<file path="src/inc/e1cs_pkg.sv">
package e1cs_pkg;
    // Register indices; byte address is four times the index
    localparam logic [7:0] IDX_BLOCK_IRQ_EN   = 8'h00;
    localparam logic [7:0] IDX_IRQ_CLR_MODE   = 8'h01;
    localparam logic [7:0] IDX_FRAMER_IRQ_ST  = 8'h04;
    localparam logic [7:0] IDX_FRAMER_IRQ_EN  = 8'h05;
    localparam logic [7:0] IDX_SIG_CHANGE_0   = 8'h0d;
    localparam logic [7:0] IDX_COND_CTRL_0    = 8'h60;
    localparam logic [7:0] IDX_IDLE_OCTET_0   = 8'h80;
    localparam logic [7:0] IDX_SIG_EXTRACT_0  = 8'ha0;
    localparam logic [7:0] IDX_SIG_STORE_0    = 8'hc0;
    localparam int         NUM_CHG_REGS       = 4;
    // Field positions
    localparam int         BIT_BLK_FRAMER_EN  = 1;
    localparam int         BIT_SIG_UPDATED    = 5;
    localparam int         BIT_RESET_ON_READ  = 0;
    localparam int         SIG_TIMESLOT       = 16;
    localparam logic [3:0] LAST_FRAME         = 4'hf;
    // Reset values
    localparam logic [7:0] RST_OCTET          = 8'h00;
    localparam logic [3:0] RST_COND           = 4'h0;
    localparam logic [1:0] RST_EXTRACT        = 2'h0;
    // Fixed substitution codes
    localparam logic [7:0] CODE_BUSY          = 8'h7f;
    localparam logic [7:0] CODE_VACANT        = 8'hff;
    localparam logic [7:0] CODE_MOOF          = 8'h1a;
    localparam logic [7:0] UNMAPPED_READ      = 8'h00;

    typedef enum logic [1:0] {
        EXT_NONE    = 2'b00,
        EXT_SIXTEEN = 2'b01,
        EXT_FOUR    = 2'b10,
        EXT_TWO     = 2'b11
    } e1cs_extract_t;

    typedef enum logic [3:0] {
        CND_PASS     = 4'b0000,
        CND_INV_ALL  = 4'b0001,
        CND_INV_EVEN = 4'b0010,
        CND_INV_ODD  = 4'b0011,
        CND_IDLE     = 4'b0100,
        CND_BUSY     = 4'b0101,
        CND_VACANT   = 4'b0110,
        CND_BUSY_TS  = 4'b0111,
        CND_MOOF     = 4'b1000,
        CND_INV_MSB  = 4'b1011,
        CND_INV_LOW  = 4'b1100
    } e1cs_cond_t;
endpackage : e1cs_pkg

</file>
<file path="src/logic/e1cs_rx_cas.sv">
// Local design decision: register access over Wishbone.
`timescale 1ns/1ps
module e1cs_rx_cas #(
    parameter int NUM_CH = 32
) (
    input  wire logic       clk_i,
    input  wire logic       rst_i,
    // Wishbone classic slave
    input  wire logic       wb_cyc_i,
    input  wire logic       wb_stb_i,
    input  wire logic       wb_we_i,
    input  wire logic [9:0] wb_adr_i,
    input  wire logic [3:0] wb_sel_i,
    input  wire logic [31:0] wb_dat_i,
    output logic [31:0]     wb_dat_o,
    output logic            wb_ack_o,
    output logic            irq_o,
    // Incoming E1 octet stream
    input  wire logic       rx_valid_i,
    input  wire logic [4:0] rx_ts_i,
    input  wire logic [3:0] rx_frame_i,
    input  wire logic [7:0] rx_data_i,
    // Conditioned stream to terminal equipment
    output logic            te_valid_o,
    output logic [4:0]      te_ts_o,
    output logic [7:0]      te_data_o
);
    import e1cs_pkg::*;

    // ==========================================================
    // Register storage
    // Per-channel tables are plain arrays; one row per timeslot keeps
    // a channel's settings together and avoids any shared state.
    // Only one status bit exists in this block; the other status
    // positions read as zero.
    logic [7:0]  block_irq_enable_reg;
    logic [7:0]  framer_irq_enable_reg;
    logic [7:0]  irq_clear_mode_ctrl_reg;
    logic        sig_updated_reg;
    logic [7:0]  rx_user_idle_octet_reg [NUM_CH];
    logic [3:0]  rx_channel_conditioning_ctrl_reg [NUM_CH];
    logic [1:0]  rx_sig_extract_ctrl_reg [NUM_CH];
    logic [3:0]  rx_sig_store_array_reg [NUM_CH];
    logic [NUM_CH-1:0] pend_change_reg;
    logic [NUM_CH-1:0] sig_change_reg;

    // ==========================================================
    // Bus decode
    // A request is taken once: the acknowledge register masks the
    // strobe in the cycle it is high, so a held request cannot write
    // or clear twice.
    // Writes land on the edge that raises the acknowledge.
    logic       bus_req;
    logic       bus_wr;
    logic       bus_rd;
    logic [7:0] idx;
    logic [7:0] wdat;
    logic       mf_end;
    logic       sig_ts;

    assign bus_req = wb_cyc_i && wb_stb_i && !wb_ack_o;
    assign bus_wr  = bus_req && wb_we_i && wb_sel_i[0];
    assign bus_rd  = bus_req && !wb_we_i;
    assign idx     = wb_adr_i[9:2];
    assign wdat    = wb_dat_i[7:0];
    assign sig_ts  = rx_valid_i && (rx_ts_i == 5'(SIG_TIMESLOT));
    // Last octet of the last frame closes the multi-frame
    // The alignment word in frame 0 is not checked here; frame and
    // timeslot numbers are trusted as delivered by the framer.
    assign mf_end  = rx_valid_i && (rx_frame_i == LAST_FRAME) && (rx_ts_i == 5'(NUM_CH - 1));

    // Range test for a per-channel table starting at base
    function automatic logic in_range(input logic [7:0] a, input logic [7:0] base);
        in_range = (a >= base) && (a < base + 8'(NUM_CH));
    endfunction : in_range

    // ==========================================================
    // Global control registers
    // Reset values are not documented; all controls start at zero,
    // which leaves every interrupt disabled after reset.
    always_ff @(posedge clk_i) begin
        if (rst_i) begin
            block_irq_enable_reg    <= RST_OCTET;
            framer_irq_enable_reg   <= RST_OCTET;
            irq_clear_mode_ctrl_reg <= RST_OCTET;
        end else if (bus_wr) begin
            case (idx)
                IDX_BLOCK_IRQ_EN:  block_irq_enable_reg    <= wdat;
                IDX_FRAMER_IRQ_EN: framer_irq_enable_reg   <= wdat;
                IDX_IRQ_CLR_MODE:  irq_clear_mode_ctrl_reg <= wdat;
                default: ;
            endcase
        end
    end

    // ==========================================================
    // Per-channel configuration, extraction and change detection
    // Timeslot 16 of frame f (1..15) carries channel f in its upper
    // nibble and channel f+16 in its lower nibble; frame 0 holds the
    // multi-frame alignment word and feeds no channel. Channels 0 and
    // 16 therefore never receive signaling.
    // The stored nibble keeps only the bits that the channel's mode
    // extracts, so a change in an unused bit raises no event.
    // With extraction off the store keeps its last value and may still
    // be written by software; no change is ever flagged.

    for (genvar ch = 0; ch < NUM_CH; ch++) begin : g_ch
        logic [3:0] nib;
        logic       hit;
        logic [3:0] keep;
        logic [3:0] fresh;

        assign hit = sig_ts && (ch % 16 != 0) && (rx_frame_i == 4'(ch % 16));
        assign nib = (ch < 16) ? rx_data_i[7:4] : rx_data_i[3:0];

        // Keep mask: sixteen-code uses A-D, four-code A and B,
        // two-code A alone; unused bits are stored as zero.

        always_comb begin
            case (e1cs_extract_t'(rx_sig_extract_ctrl_reg[ch]))
                EXT_SIXTEEN: keep = 4'hf;
                EXT_FOUR:    keep = 4'hc;
                EXT_TWO:     keep = 4'h8;
                default:     keep = 4'h0;
            endcase
        end
        assign fresh = nib & keep;

        // Each channel decodes its own index, so a write reaches
        // exactly one entry of the per-channel table it addresses.
        // own channel only
        always_ff @(posedge clk_i) begin
            if (rst_i) begin
                rx_user_idle_octet_reg[ch]           <= RST_OCTET;
                rx_channel_conditioning_ctrl_reg[ch] <= RST_COND;
                rx_sig_extract_ctrl_reg[ch]          <= RST_EXTRACT;
            end else if (bus_wr) begin
                if (idx == IDX_IDLE_OCTET_0 + 8'(ch))
                    rx_user_idle_octet_reg[ch] <= wdat;
                if (idx == IDX_COND_CTRL_0 + 8'(ch))
                    rx_channel_conditioning_ctrl_reg[ch] <= wdat[3:0];
                if (idx == IDX_SIG_EXTRACT_0 + 8'(ch))
                    rx_sig_extract_ctrl_reg[ch] <= wdat[1:0];
            end
        end

        // Received signaling wins over a software write in the same cycle
        always_ff @(posedge clk_i) begin
            if (rst_i) begin
                rx_sig_store_array_reg[ch] <= 4'h0;
            end else if (hit && keep != 4'h0) begin
                rx_sig_store_array_reg[ch] <= fresh;
            end else if (bus_wr && idx == IDX_SIG_STORE_0 + 8'(ch)) begin
                rx_sig_store_array_reg[ch] <= wdat[3:0];
            end
        end

        always_ff @(posedge clk_i) begin
            if (rst_i) begin
                pend_change_reg[ch] <= 1'b0;
            end else if (hit && keep != 4'h0 && fresh != (rx_sig_store_array_reg[ch] & keep)) begin
                pend_change_reg[ch] <= 1'b1;
            end else if (mf_end) begin
                pend_change_reg[ch] <= 1'b0;
            end
        end

        // Change bits are rewritten at every multi-frame end, so each
        // reflects only the multi-frame just closed; a read does not
        // clear them.
        // change bit per timeslot
        always_ff @(posedge clk_i) begin
            if (rst_i) begin
                sig_change_reg[ch] <= 1'b0;
            end else if (mf_end) begin
                sig_change_reg[ch] <= pend_change_reg[ch];
            end
        end
    end

    // ==========================================================
    // Status and interrupt
    // A change seen during a multi-frame is held in a pending bit and
    // only reported at the last octet of frame 15, so software sees one
    // event per multi-frame however many channels moved.
    // Enables are sampled at that instant: a multi-frame that closes while
    // either enable is off is lost for the status bit, although the
    // change registers still record it.
    // The interrupt output is the status bit gated by both enables,
    // registered once, so it trails the status bit by one cycle.
    logic framer_irq_enable_on;
    logic block_irq_enable_on;
    logic sig_event;
    logic st_read;
    logic st_w1c;

    assign framer_irq_enable_on   = framer_irq_enable_reg[BIT_SIG_UPDATED];
    assign block_irq_enable_on   = block_irq_enable_reg[BIT_BLK_FRAMER_EN];
    assign sig_event = mf_end && (pend_change_reg != '0);
    assign st_read   = bus_rd && idx == IDX_FRAMER_IRQ_ST && irq_clear_mode_ctrl_reg[BIT_RESET_ON_READ];
    assign st_w1c    = bus_wr && idx == IDX_FRAMER_IRQ_ST && !irq_clear_mode_ctrl_reg[BIT_RESET_ON_READ]
                       && wdat[BIT_SIG_UPDATED];

    // In reset-upon-read mode writes to the status register are
    // ignored; in write-to-clear mode reads leave it alone.
    // A read that clears returns the bit as it stood before the clear.
    // set status when enabled
    always_ff @(posedge clk_i) begin
        if (rst_i) begin
            sig_updated_reg <= 1'b0;
        end else if (sig_event && framer_irq_enable_on && block_irq_enable_on) begin
            // Set wins over a clear in the same cycle
            sig_updated_reg <= 1'b1;
        end else if (st_read || st_w1c) begin
            sig_updated_reg <= 1'b0;
        end
    end

    always_ff @(posedge clk_i) begin
        if (rst_i) begin
            irq_o <= 1'b0;
        end else begin
            irq_o <= sig_updated_reg && framer_irq_enable_on && block_irq_enable_on;
        end
    end

    // ==========================================================
    // Read mux and acknowledge
    logic [7:0] rd_next;
    logic [7:0] ci;
    logic [7:0] cb;

    // Register map, word index = byte address / 4:
    //   0x00       block interrupt enable, bit 1 gates framer status
    //   0x01       interrupt clear mode, bit 0 selects reset-upon-read
    //   0x04       framer interrupt status, bit 5 signaling updated
    //   0x05       framer interrupt enable, bit 5 signaling change
    //   0x0d-0x10  change registers, eight timeslots each
    //   0x60-0x7f  receive conditioning select per channel
    //   0x80-0x9f  user idle octet per channel
    //   0xa0-0xbf  signaling extraction control per channel
    //   0xc0-0xdf  stored signaling nibble per channel
    // Any other index reads as zero and ignores writes, so
    // software probing for absent registers sees no side effect.
    // Only byte lane 0 carries data; a write with sel[0] low is
    // still acknowledged so the master never stalls on it.
    // Reads take one cycle like writes; the acknowledge is a
    // registered pulse, so back-to-back requests need the idle
    // cycle that classic Wishbone gives between them.
    // Data lines are forced to zero outside a read acknowledge,
    // which keeps a shared bus free of stale read values.

    always_comb begin
        rd_next = UNMAPPED_READ;
        ci      = idx - IDX_IDLE_OCTET_0;
        cb      = idx - IDX_SIG_CHANGE_0;
        if (idx == IDX_BLOCK_IRQ_EN) begin
            rd_next = block_irq_enable_reg;
        end else if (idx == IDX_FRAMER_IRQ_EN) begin
            rd_next = framer_irq_enable_reg;
        end else if (idx == IDX_IRQ_CLR_MODE) begin
            rd_next = irq_clear_mode_ctrl_reg;
        end else if (idx == IDX_FRAMER_IRQ_ST) begin
            rd_next[BIT_SIG_UPDATED] = sig_updated_reg;
        end else if (idx >= IDX_SIG_CHANGE_0 && idx < IDX_SIG_CHANGE_0 + 8'(NUM_CHG_REGS)) begin
            // Lowest channel of each group sits in bit 7
            for (int b = 0; b < 8; b++) begin
                if (int'(cb) * 8 + b < NUM_CH)
                    rd_next[7 - b] = sig_change_reg[int'(cb) * 8 + b];
            end
        end else if (in_range(idx, IDX_IDLE_OCTET_0)) begin
            rd_next = rx_user_idle_octet_reg[ci[4:0]];
        end else if (in_range(idx, IDX_COND_CTRL_0)) begin
            ci      = idx - IDX_COND_CTRL_0;
            rd_next = {4'h0, rx_channel_conditioning_ctrl_reg[ci[4:0]]};
        end else if (in_range(idx, IDX_SIG_EXTRACT_0)) begin
            ci      = idx - IDX_SIG_EXTRACT_0;
            rd_next = {6'h00, rx_sig_extract_ctrl_reg[ci[4:0]]};
        end else if (in_range(idx, IDX_SIG_STORE_0)) begin
            ci      = idx - IDX_SIG_STORE_0;
            rd_next = {4'h0, rx_sig_store_array_reg[ci[4:0]]};
        end
    end

    always_ff @(posedge clk_i) begin
        if (rst_i) begin
            wb_ack_o <= 1'b0;
            wb_dat_o <= 32'h0000_0000;
        end else begin
            wb_ack_o <= bus_req;
            wb_dat_o <= bus_rd ? {24'h00_0000, rd_next} : 32'h0000_0000;
        end
    end

    // ==========================================================
    // Payload conditioning towards terminal equipment
    // The conditioned octet is registered with its timeslot, one cycle
    // behind the line. Settings are looked up by the incoming timeslot,
    // so a channel's select only ever touches that channel's octets.
    // Between octets te_data_o holds its last value while te_ts_o follows
    // the line, so downstream logic may sample the octet late.
    // Milliwatt and pseudo-random patterns need generators outside
    // this block; those selects pass the line data through.
    logic [3:0] cnd;
    logic [7:0] cond_data;

    assign cnd = rx_channel_conditioning_ctrl_reg[rx_ts_i];
    // With 32 channels the five-bit timeslot index covers the table
    // exactly, so no out-of-range lookup can occur.

    always_comb begin
        case (e1cs_cond_t'(cnd))
            CND_INV_ALL:  cond_data = ~rx_data_i;
            CND_INV_EVEN: cond_data = rx_data_i ^ 8'haa;
            CND_INV_ODD:  cond_data = rx_data_i ^ 8'h55;
            CND_IDLE:     cond_data = rx_user_idle_octet_reg[rx_ts_i];
            CND_BUSY:     cond_data = CODE_BUSY;
            CND_VACANT:   cond_data = CODE_VACANT;
            CND_BUSY_TS:  cond_data = {3'b111, rx_ts_i};
            CND_MOOF:     cond_data = CODE_MOOF;
            CND_INV_MSB:  cond_data = rx_data_i ^ 8'h80;
            CND_INV_LOW:  cond_data = rx_data_i ^ 8'h7f;
            // Milliwatt, PRBS and D/E selections pass through unchanged here
            default:      cond_data = rx_data_i;
        endcase
    end

    always_ff @(posedge clk_i) begin
        if (rst_i) begin
            te_valid_o <= 1'b0;
            te_ts_o    <= 5'h00;
            te_data_o  <= 8'h00;
        end else begin
            te_valid_o <= rx_valid_i;
            te_ts_o    <= rx_ts_i;
            te_data_o  <= rx_valid_i ? cond_data : te_data_o;
        end
    end
endmodule : e1cs_rx_cas

</file>
<file path="config.mk">
export PLATFORM = sky130hd
export DESIGN_NAME = e1cs_rx_cas
export DESIGN_NICKNAME = d
export VERILOG_FILES = /design/src/inc/e1cs_pkg.sv /design/src/logic/e1cs_rx_cas.sv
export SDC_FILE = /design/constraint.sdc
export NUM_CORES = 2
export LEC_CHECK = 0
export BUFFER_PORTS_ARGS = -buffer_cell sky130_fd_sc_hd__buf_2
export CORE_MARGIN = 1.5
export CORE_UTILIZATION = 40
export CTS_CLUSTER_DIAMETER = 80
export CTS_CLUSTER_SIZE = 28
export DETAILED_ROUTE_END_ITERATION = 8
export GPL_ROUTABILITY_DRIVEN = 0
export PLACE_DENSITY = 0.53
export SYNTH_ARGS = -nofsm -noshare
export SYNTH_HDL_FRONTEND = slang
export SYNTH_SLANG_ARGS = --single-unit
</file>
<file path="constraint.sdc">
create_clock -name clk_i -period 6.8 [get_ports clk_i]
set_input_delay 0.34 -clock clk_i [delete_from_list [all_inputs] [get_ports clk_i]]
set_output_delay 0.34 -clock clk_i [all_outputs]
set_load 0.01 [all_outputs]
</file>
### Word level (Yosys, flattened, before mapping)

Memory sizes are Yosys's and may differ from the RTL's.
Index checks and enable logic that the tools add are counted.

| storage, ports and cells | value |
|---|---|
| register bits | 133 |
| bits in latches | 0 |
| memory bits (writable) | 576 |
| bits in read-only memories | 0 |
| input port bits | 69 |
| output and inout port bits | 48 |
| word-level logic and storage cells | 1682 |
| memories | 4 |

| operators by class | value |
|---|---|
| add/subtract/negate cells | 12 |
| multiply operators | 0 |
| divide/modulo/power cells | 0 |
| order comparisons | 26 |
| eq/ne operators | 278 |
| shifts and indexed selects | 0 |
| muxes and demuxes | 866 |
| bitwise operators | 224 |
| reduce and logical (&&, ||, !) cells | 201 |

Memory list:

| memory | depth | width | rd ports | clocked after Yosys merged registers in | wr ports | line | RTL |
|---|---|---|---|---|---|---|---|
| rx_user_idle_octet_reg | 32 | 8 | 2 | 0 | 32 | e1cs_rx_cas.sv:40 | `logic [7:0] rx_user_idle_octet_reg [NUM_CH];` |
| rx_channel_conditioning_ctrl_reg | 32 | 4 | 2 | 0 | 32 | e1cs_rx_cas.sv:41 | `logic [3:0] rx_channel_conditioning_ctrl_reg [NUM_CH];` |
| rx_sig_store_array_reg | 32 | 4 | 31 | 0 | 32 | e1cs_rx_cas.sv:43 | `logic [3:0] rx_sig_store_array_reg [NUM_CH];` |
| rx_sig_extract_ctrl_reg | 32 | 2 | 31 | 0 | 32 | e1cs_rx_cas.sv:42 | `logic [1:0] rx_sig_extract_ctrl_reg [NUM_CH];` |

Operators with widths:

| kind | number |
|---|---|
| == test 8 bit, second input constant | 96 |
| 2-to-1 mux 1 bit | 659 |
| 2-to-1 mux 4 bit | 97 |
| one-hot mux 4 bit (3 select lines) | 30 |
| 2-to-1 mux 8 bit | 37 |
| == test 8 x 7 -> 1 bit, second input constant | 32 |
| AND 4 bit | 60 |
| less-than comparator 32 x 7 -> 1 bit, second input constant | 7 |
| bitwise OR 1 bit | 158 |
| logical AND 1 bit | 130 |
| == test 2 bit, second input constant | 60 |
| inequality test 4 bit | 30 |
| nonzero test 4 bit | 30 |
| less-than comparator 12 x 6 -> 1 bit, second input constant | 7 |
| one-hot mux 8 bit (10 select lines) | 1 |
| 2-to-1 mux 2 bit | 33 |
| nonzero test 2 bit | 31 |
| == test 2 x 1 -> 1 bit, second input constant | 30 |
| adder 11 x 3 -> 12 bit, second input constant | 4 |
| == test 4 bit, second input constant | 11 |
| binary-select mux 1 bit (select 5 bit) | 7 |
| == test 4 x 3 -> 1 bit, second input constant | 8 |
| less-than comparator 8 bit, second input constant | 4 |
| nonzero test 32 bit | 1 |
| 25 further kinds | 44 |

### Logic depth before layout (Yosys ltp)

| logic depth | value |
|---|---|
| depth in word-level cells | 11 |
| gate-level depth with buffers | 15 |
| gate-level depth less buffers | 10 |

### Worst setup path before layout

OpenSTA, ideal clock, no wires.

| timing | value |
|---|---|
| kind | in2reg |
| start | input port wb_adr_i[2] |
| end | register wb_dat_o[2] |
| library setup time | 0.121 ns |
| arrival time | 3.155 ns |
| required time | 6.679 ns |
| slack | 3.524 ns |
| cell stages on the path | 13 |
| path buffers | 6 |
| path through | buf_2 -> buf_4 -> buf_4 -> buf_2 -> buf_2 -> inv_1 -> ha_1 -> clkbuf_1 -> mux4_2 -> nor2b_1 -> a221oi_1 -> o41a_1 -> o21ai_0 |

| between the ends | value |
|---|---|
| word-level cells in the longest chain between the ends | 11 |

Ends and longest elaborated chain:

| element | line | RTL |
|---|---|---|
| from (decl) | e1cs_rx_cas.sv:12 | `input wire logic [9:0] wb_adr_i,` |
| parallel branches: the longest is 10 deep, another holds less-than comparator 32 x 7 -> 1 bit | -- |  |
| 2-to-1 mux 8 bit * | e1cs_rx_cas.sv:257 | `if (idx == IDX_BLOCK_IRQ_EN) begin` |
| to (signal assigned) | e1cs_rx_cas.sv:291 | `wb_dat_o <= bus_rd ? {24'h00_0000, rd_next} : 32'h0000_0000;` |
| to (decl) | e1cs_rx_cas.sv:15 | `output logic [31:0] wb_dat_o,` |

Mark *: on every way between the ends. The select of a mux whose other input is x is not followed.
A chain may end at the register's enable or synchronous reset.

### Final worst setup path

| timing | value |
|---|---|
| start | input port wb_adr_i[3] |
| end | register wb_dat_o[2] |

Same word-level chain as after synthesis.

==> qor.csv <==
metric;value;unit
routed_via_density;6.511;
ys_types;75;
drt_pass1_iterations;7;
wl_per_cell;31.73;um
dpl-instance-area;39770;um^2
critPathLaunchType;input pin;
cp.required;7350;ps
fmax;0.2662;GHz
coreArea;95290;um^2
grt_use_met1;39.95;%
clock_sinks;685;
syn_inst;3205;
cts_tree;yes;
port_buffers;63;
grt_pass1_wl;196900;um
path_max_fanout;40;
end_kind;flip-flop;
ctsResizeCount;0;
cellPowerDensity;214.3;nW/um^2
top_usage_layer;met2;
rsz0062_at_grt;false;
async_flop_share;0;%
use_met2;41.77;%
grt-ovfl-total;0;
start_util;40.53;%
synth-edff-count;576;
synth_flop_cell;edfxtp_1;
cts.path.max_buffers;3;
fin_tns_setup;0;ps
clk_pin_slew;100;ps
hpwl;92390;um
pre_cts_ws;2467;ps
die_x;313.7;um
hold_path_class;in -> reg;
ys_ff_latch;685;
fin_crit_sh;55.24;%
ys_warn_count;0;
grtUsageMet3;5.476;%
grt_max_degree;106;
drt-total-wl;138800;um
tightest_slew;1227;ps
seq_area_frac_synth;50.44;%
critPathKind;in -> reg;
nFillCells;8794;
rows;113;
die-area;98420;um^2
leakage;14.79;nW
finalCriticalPeriod;3756;ps
syn_avg_cell_area;12.05;um^2
status;completed;
mappedNetlistArea;38620;um^2
routed-via-count;28477;
antenna_found_initial;10;
setup_viol;0;
drtIter0Drc;4019;
grt_usage;27.65;%
crit_arrival;4300;ps
postCtsHoldBufs;0;
layout_common_cells;576 x edfxtp_1, 306 x nor2_1, 211 x mux4_2, 187 x nand2_1, 162 x and2_1;
ios;117;
grt_pass1_vias;27423;
area_growth;6.762;%
final_common_cell;edfxtp_1;
timing.final.hold_violations;0;
setup_ws;3044;ps
drtAntennaViolNets;0;
drv_cap;0;
maxSlewHeadroom;17.96;%
dieHeight;313.7;um
clock_latency;650;ps
cts_made_buffers;41;
ir_worst_vdd;167.8;uV
largest_reg_flops;256;
post_cts_buffers;0;
nNetsFinal;3206;
cts-root-buf;clkbuf_16;
fin_area;41230;um^2
drc;0;
fin_skew;40.18;ps
final_max_slew_viol_count;0;
drive_gt1_share;14.24;%
htreeDepth;2;
## where the power goes
part | internal [mW] | switching (mW)
combinational | 0.392 | 0.707
sequential | 4.67 | 0.0926
clock | 1.32 | 1.66
## synth_stat cells (4+ instances only)
| library cell | number | area share, % |
|---|---|---|
| a311oi_1 | 4 | 0.091 |
| a211o_1 | 9 | 0.20 |
| o22ai_1 | 16 | 0.26 |
| clkbuf_1 | 219 | 2.1 |
| nor3_1 | 72 | 0.93 |
| a211oi_1 | 23 | 0.45 |
| a31oi_1 | 12 | 0.19 |
| buf_4 | 35 | 0.68 |
| nor4_1 | 25 | 0.40 |
| a21oi_1 | 88 | 1.1 |
| xnor2_1 | 5 | 0.11 |
| o221ai_1 | 27 | 0.61 |
| and3_1 | 117 | 1.9 |
| buf_2 | 37 | 0.48 |
| a311o_1 | 4 | 0.10 |
| mux2_2 | 13 | 0.38 |
| mux4_1 | 5 | 0.34 |
| dfxtp_1 | 109 | 5.7 |
| o21bai_1 | 76 | 1.5 |
| a22o_1 | 61 | 1.4 |
| nand2b_1 | 9 | 0.15 |
| xor2_1 | 117 | 2.7 |
| or3_1 | 22 | 0.36 |
| a22oi_1 | 20 | 0.39 |
| nand3b_1 | 4 | 0.078 |
| buf_1 | 32 | 0.31 |
| mux2i_1 | 124 | 3.2 |
| a21o_1 | 23 | 0.45 |
| nor2_1 | 311 | 3.0 |
| nand2_1 | 187 | 1.8 |
| edfxtp_1 | 576 | 45 |
| nand3_1 | 36 | 0.47 |
| and2_1 | 162 | 2.6 |
| a32o_1 | 90 | 2.3 |
| mux4_2 | 211 | 12 |
| o211ai_1 | 5 | 0.097 |
| a2111oi_0 | 4 | 0.091 |
| inv_1 | 67 | 0.65 |
| nand4_1 | 9 | 0.15 |
| o21ai_0 | 69 | 0.89 |
| a221oi_1 | 27 | 0.61 |
| nor2b_1 | 36 | 0.58 |
| ha_1 | 65 | 2.1 |
## layer usage
layer  share of wire [%]  routed length (um)
met2                  44               61060
met1                  42               58770
met4                 3.3                4544
met3                  10               14390
met5              0.0058                   8
## logic make-up (layout without fill, tap and decap cells)
kind of cell,after synthesis,in the layout,synth area share [%]
AND/OR/NAND/NOR,1007,1007,12.82
flip-flops,685,685,50.44
AO/OA/AOI/OAI,577,577,11.22
buffers and inverters,394,271,4.332
multiplexers,353,353,16.24
XOR/XNOR,123,123,2.838
adder cells (fa/ha/maj),65,65,2.106
other,1,28,0.009710
## critical path: stages
cell,delay (ps)
buf_4,570
inv_1,260
nor2_2,950
a221oi_1,310
o211ai_1,240
nand4_1,300
nor4_1,920
o41a_1,260
o21ai_0,90
## area by class of cell
type | count | area [um^2] | area share (%)
sequential | 685 | 19480 | 47.24
antenna | 4 | 10.01 | 0.02428
tap | 1265 | 1583 | 3.839
multi-input combinational | 2149 | 17590 | 42.67
clock inverter | 30 | 359.1 | 0.8710
inverter | 68 | 255.2 | 0.6191
clock buffer | 46 | 1087 | 2.637
timing repair buffer | 127 | 863.3 | 2.094
## path summary, 6_finish.rpt
path / slack (ps) / endpoint / cells past startpoint / start
worst max-delay path: 3040 / wb_dat_o[2]$_SDFF_PP0_ / 9 / wb_adr_i[3]
worst min register to register: 460 / sig_change_reg[19]$_SDFFE_PP0P_ / 2 / sig_change_reg[19]$_SDFFE_PP0P_
worst min-delay path: 150 / wb_dat_o[5]$_SDFF_PP0_ / 4 / wb_we_i
worst max register to register: 3090 / rx_user_idle_octet_reg[3][2]$_SDFFCE_PN0P_ / 6 / wb_ack_o$_SDFF_PP0_
## through the flow
step           total power [mW]  instances  hold WS (ps)  utilization, %
2_1_floorplan             5.539       3228         428.4               -
3_3_place_gp              5.911       4294         436.4           41.74
3_5_place_dp              5.928       4294         445.4           41.74
4_1_cts                   8.834       4370         114.3           43.26
5_1_grt                   9.059       4370         162.6           43.26
6_report                  8.834       4374         146.7           43.27
Power figures use the tool's default switching activity.
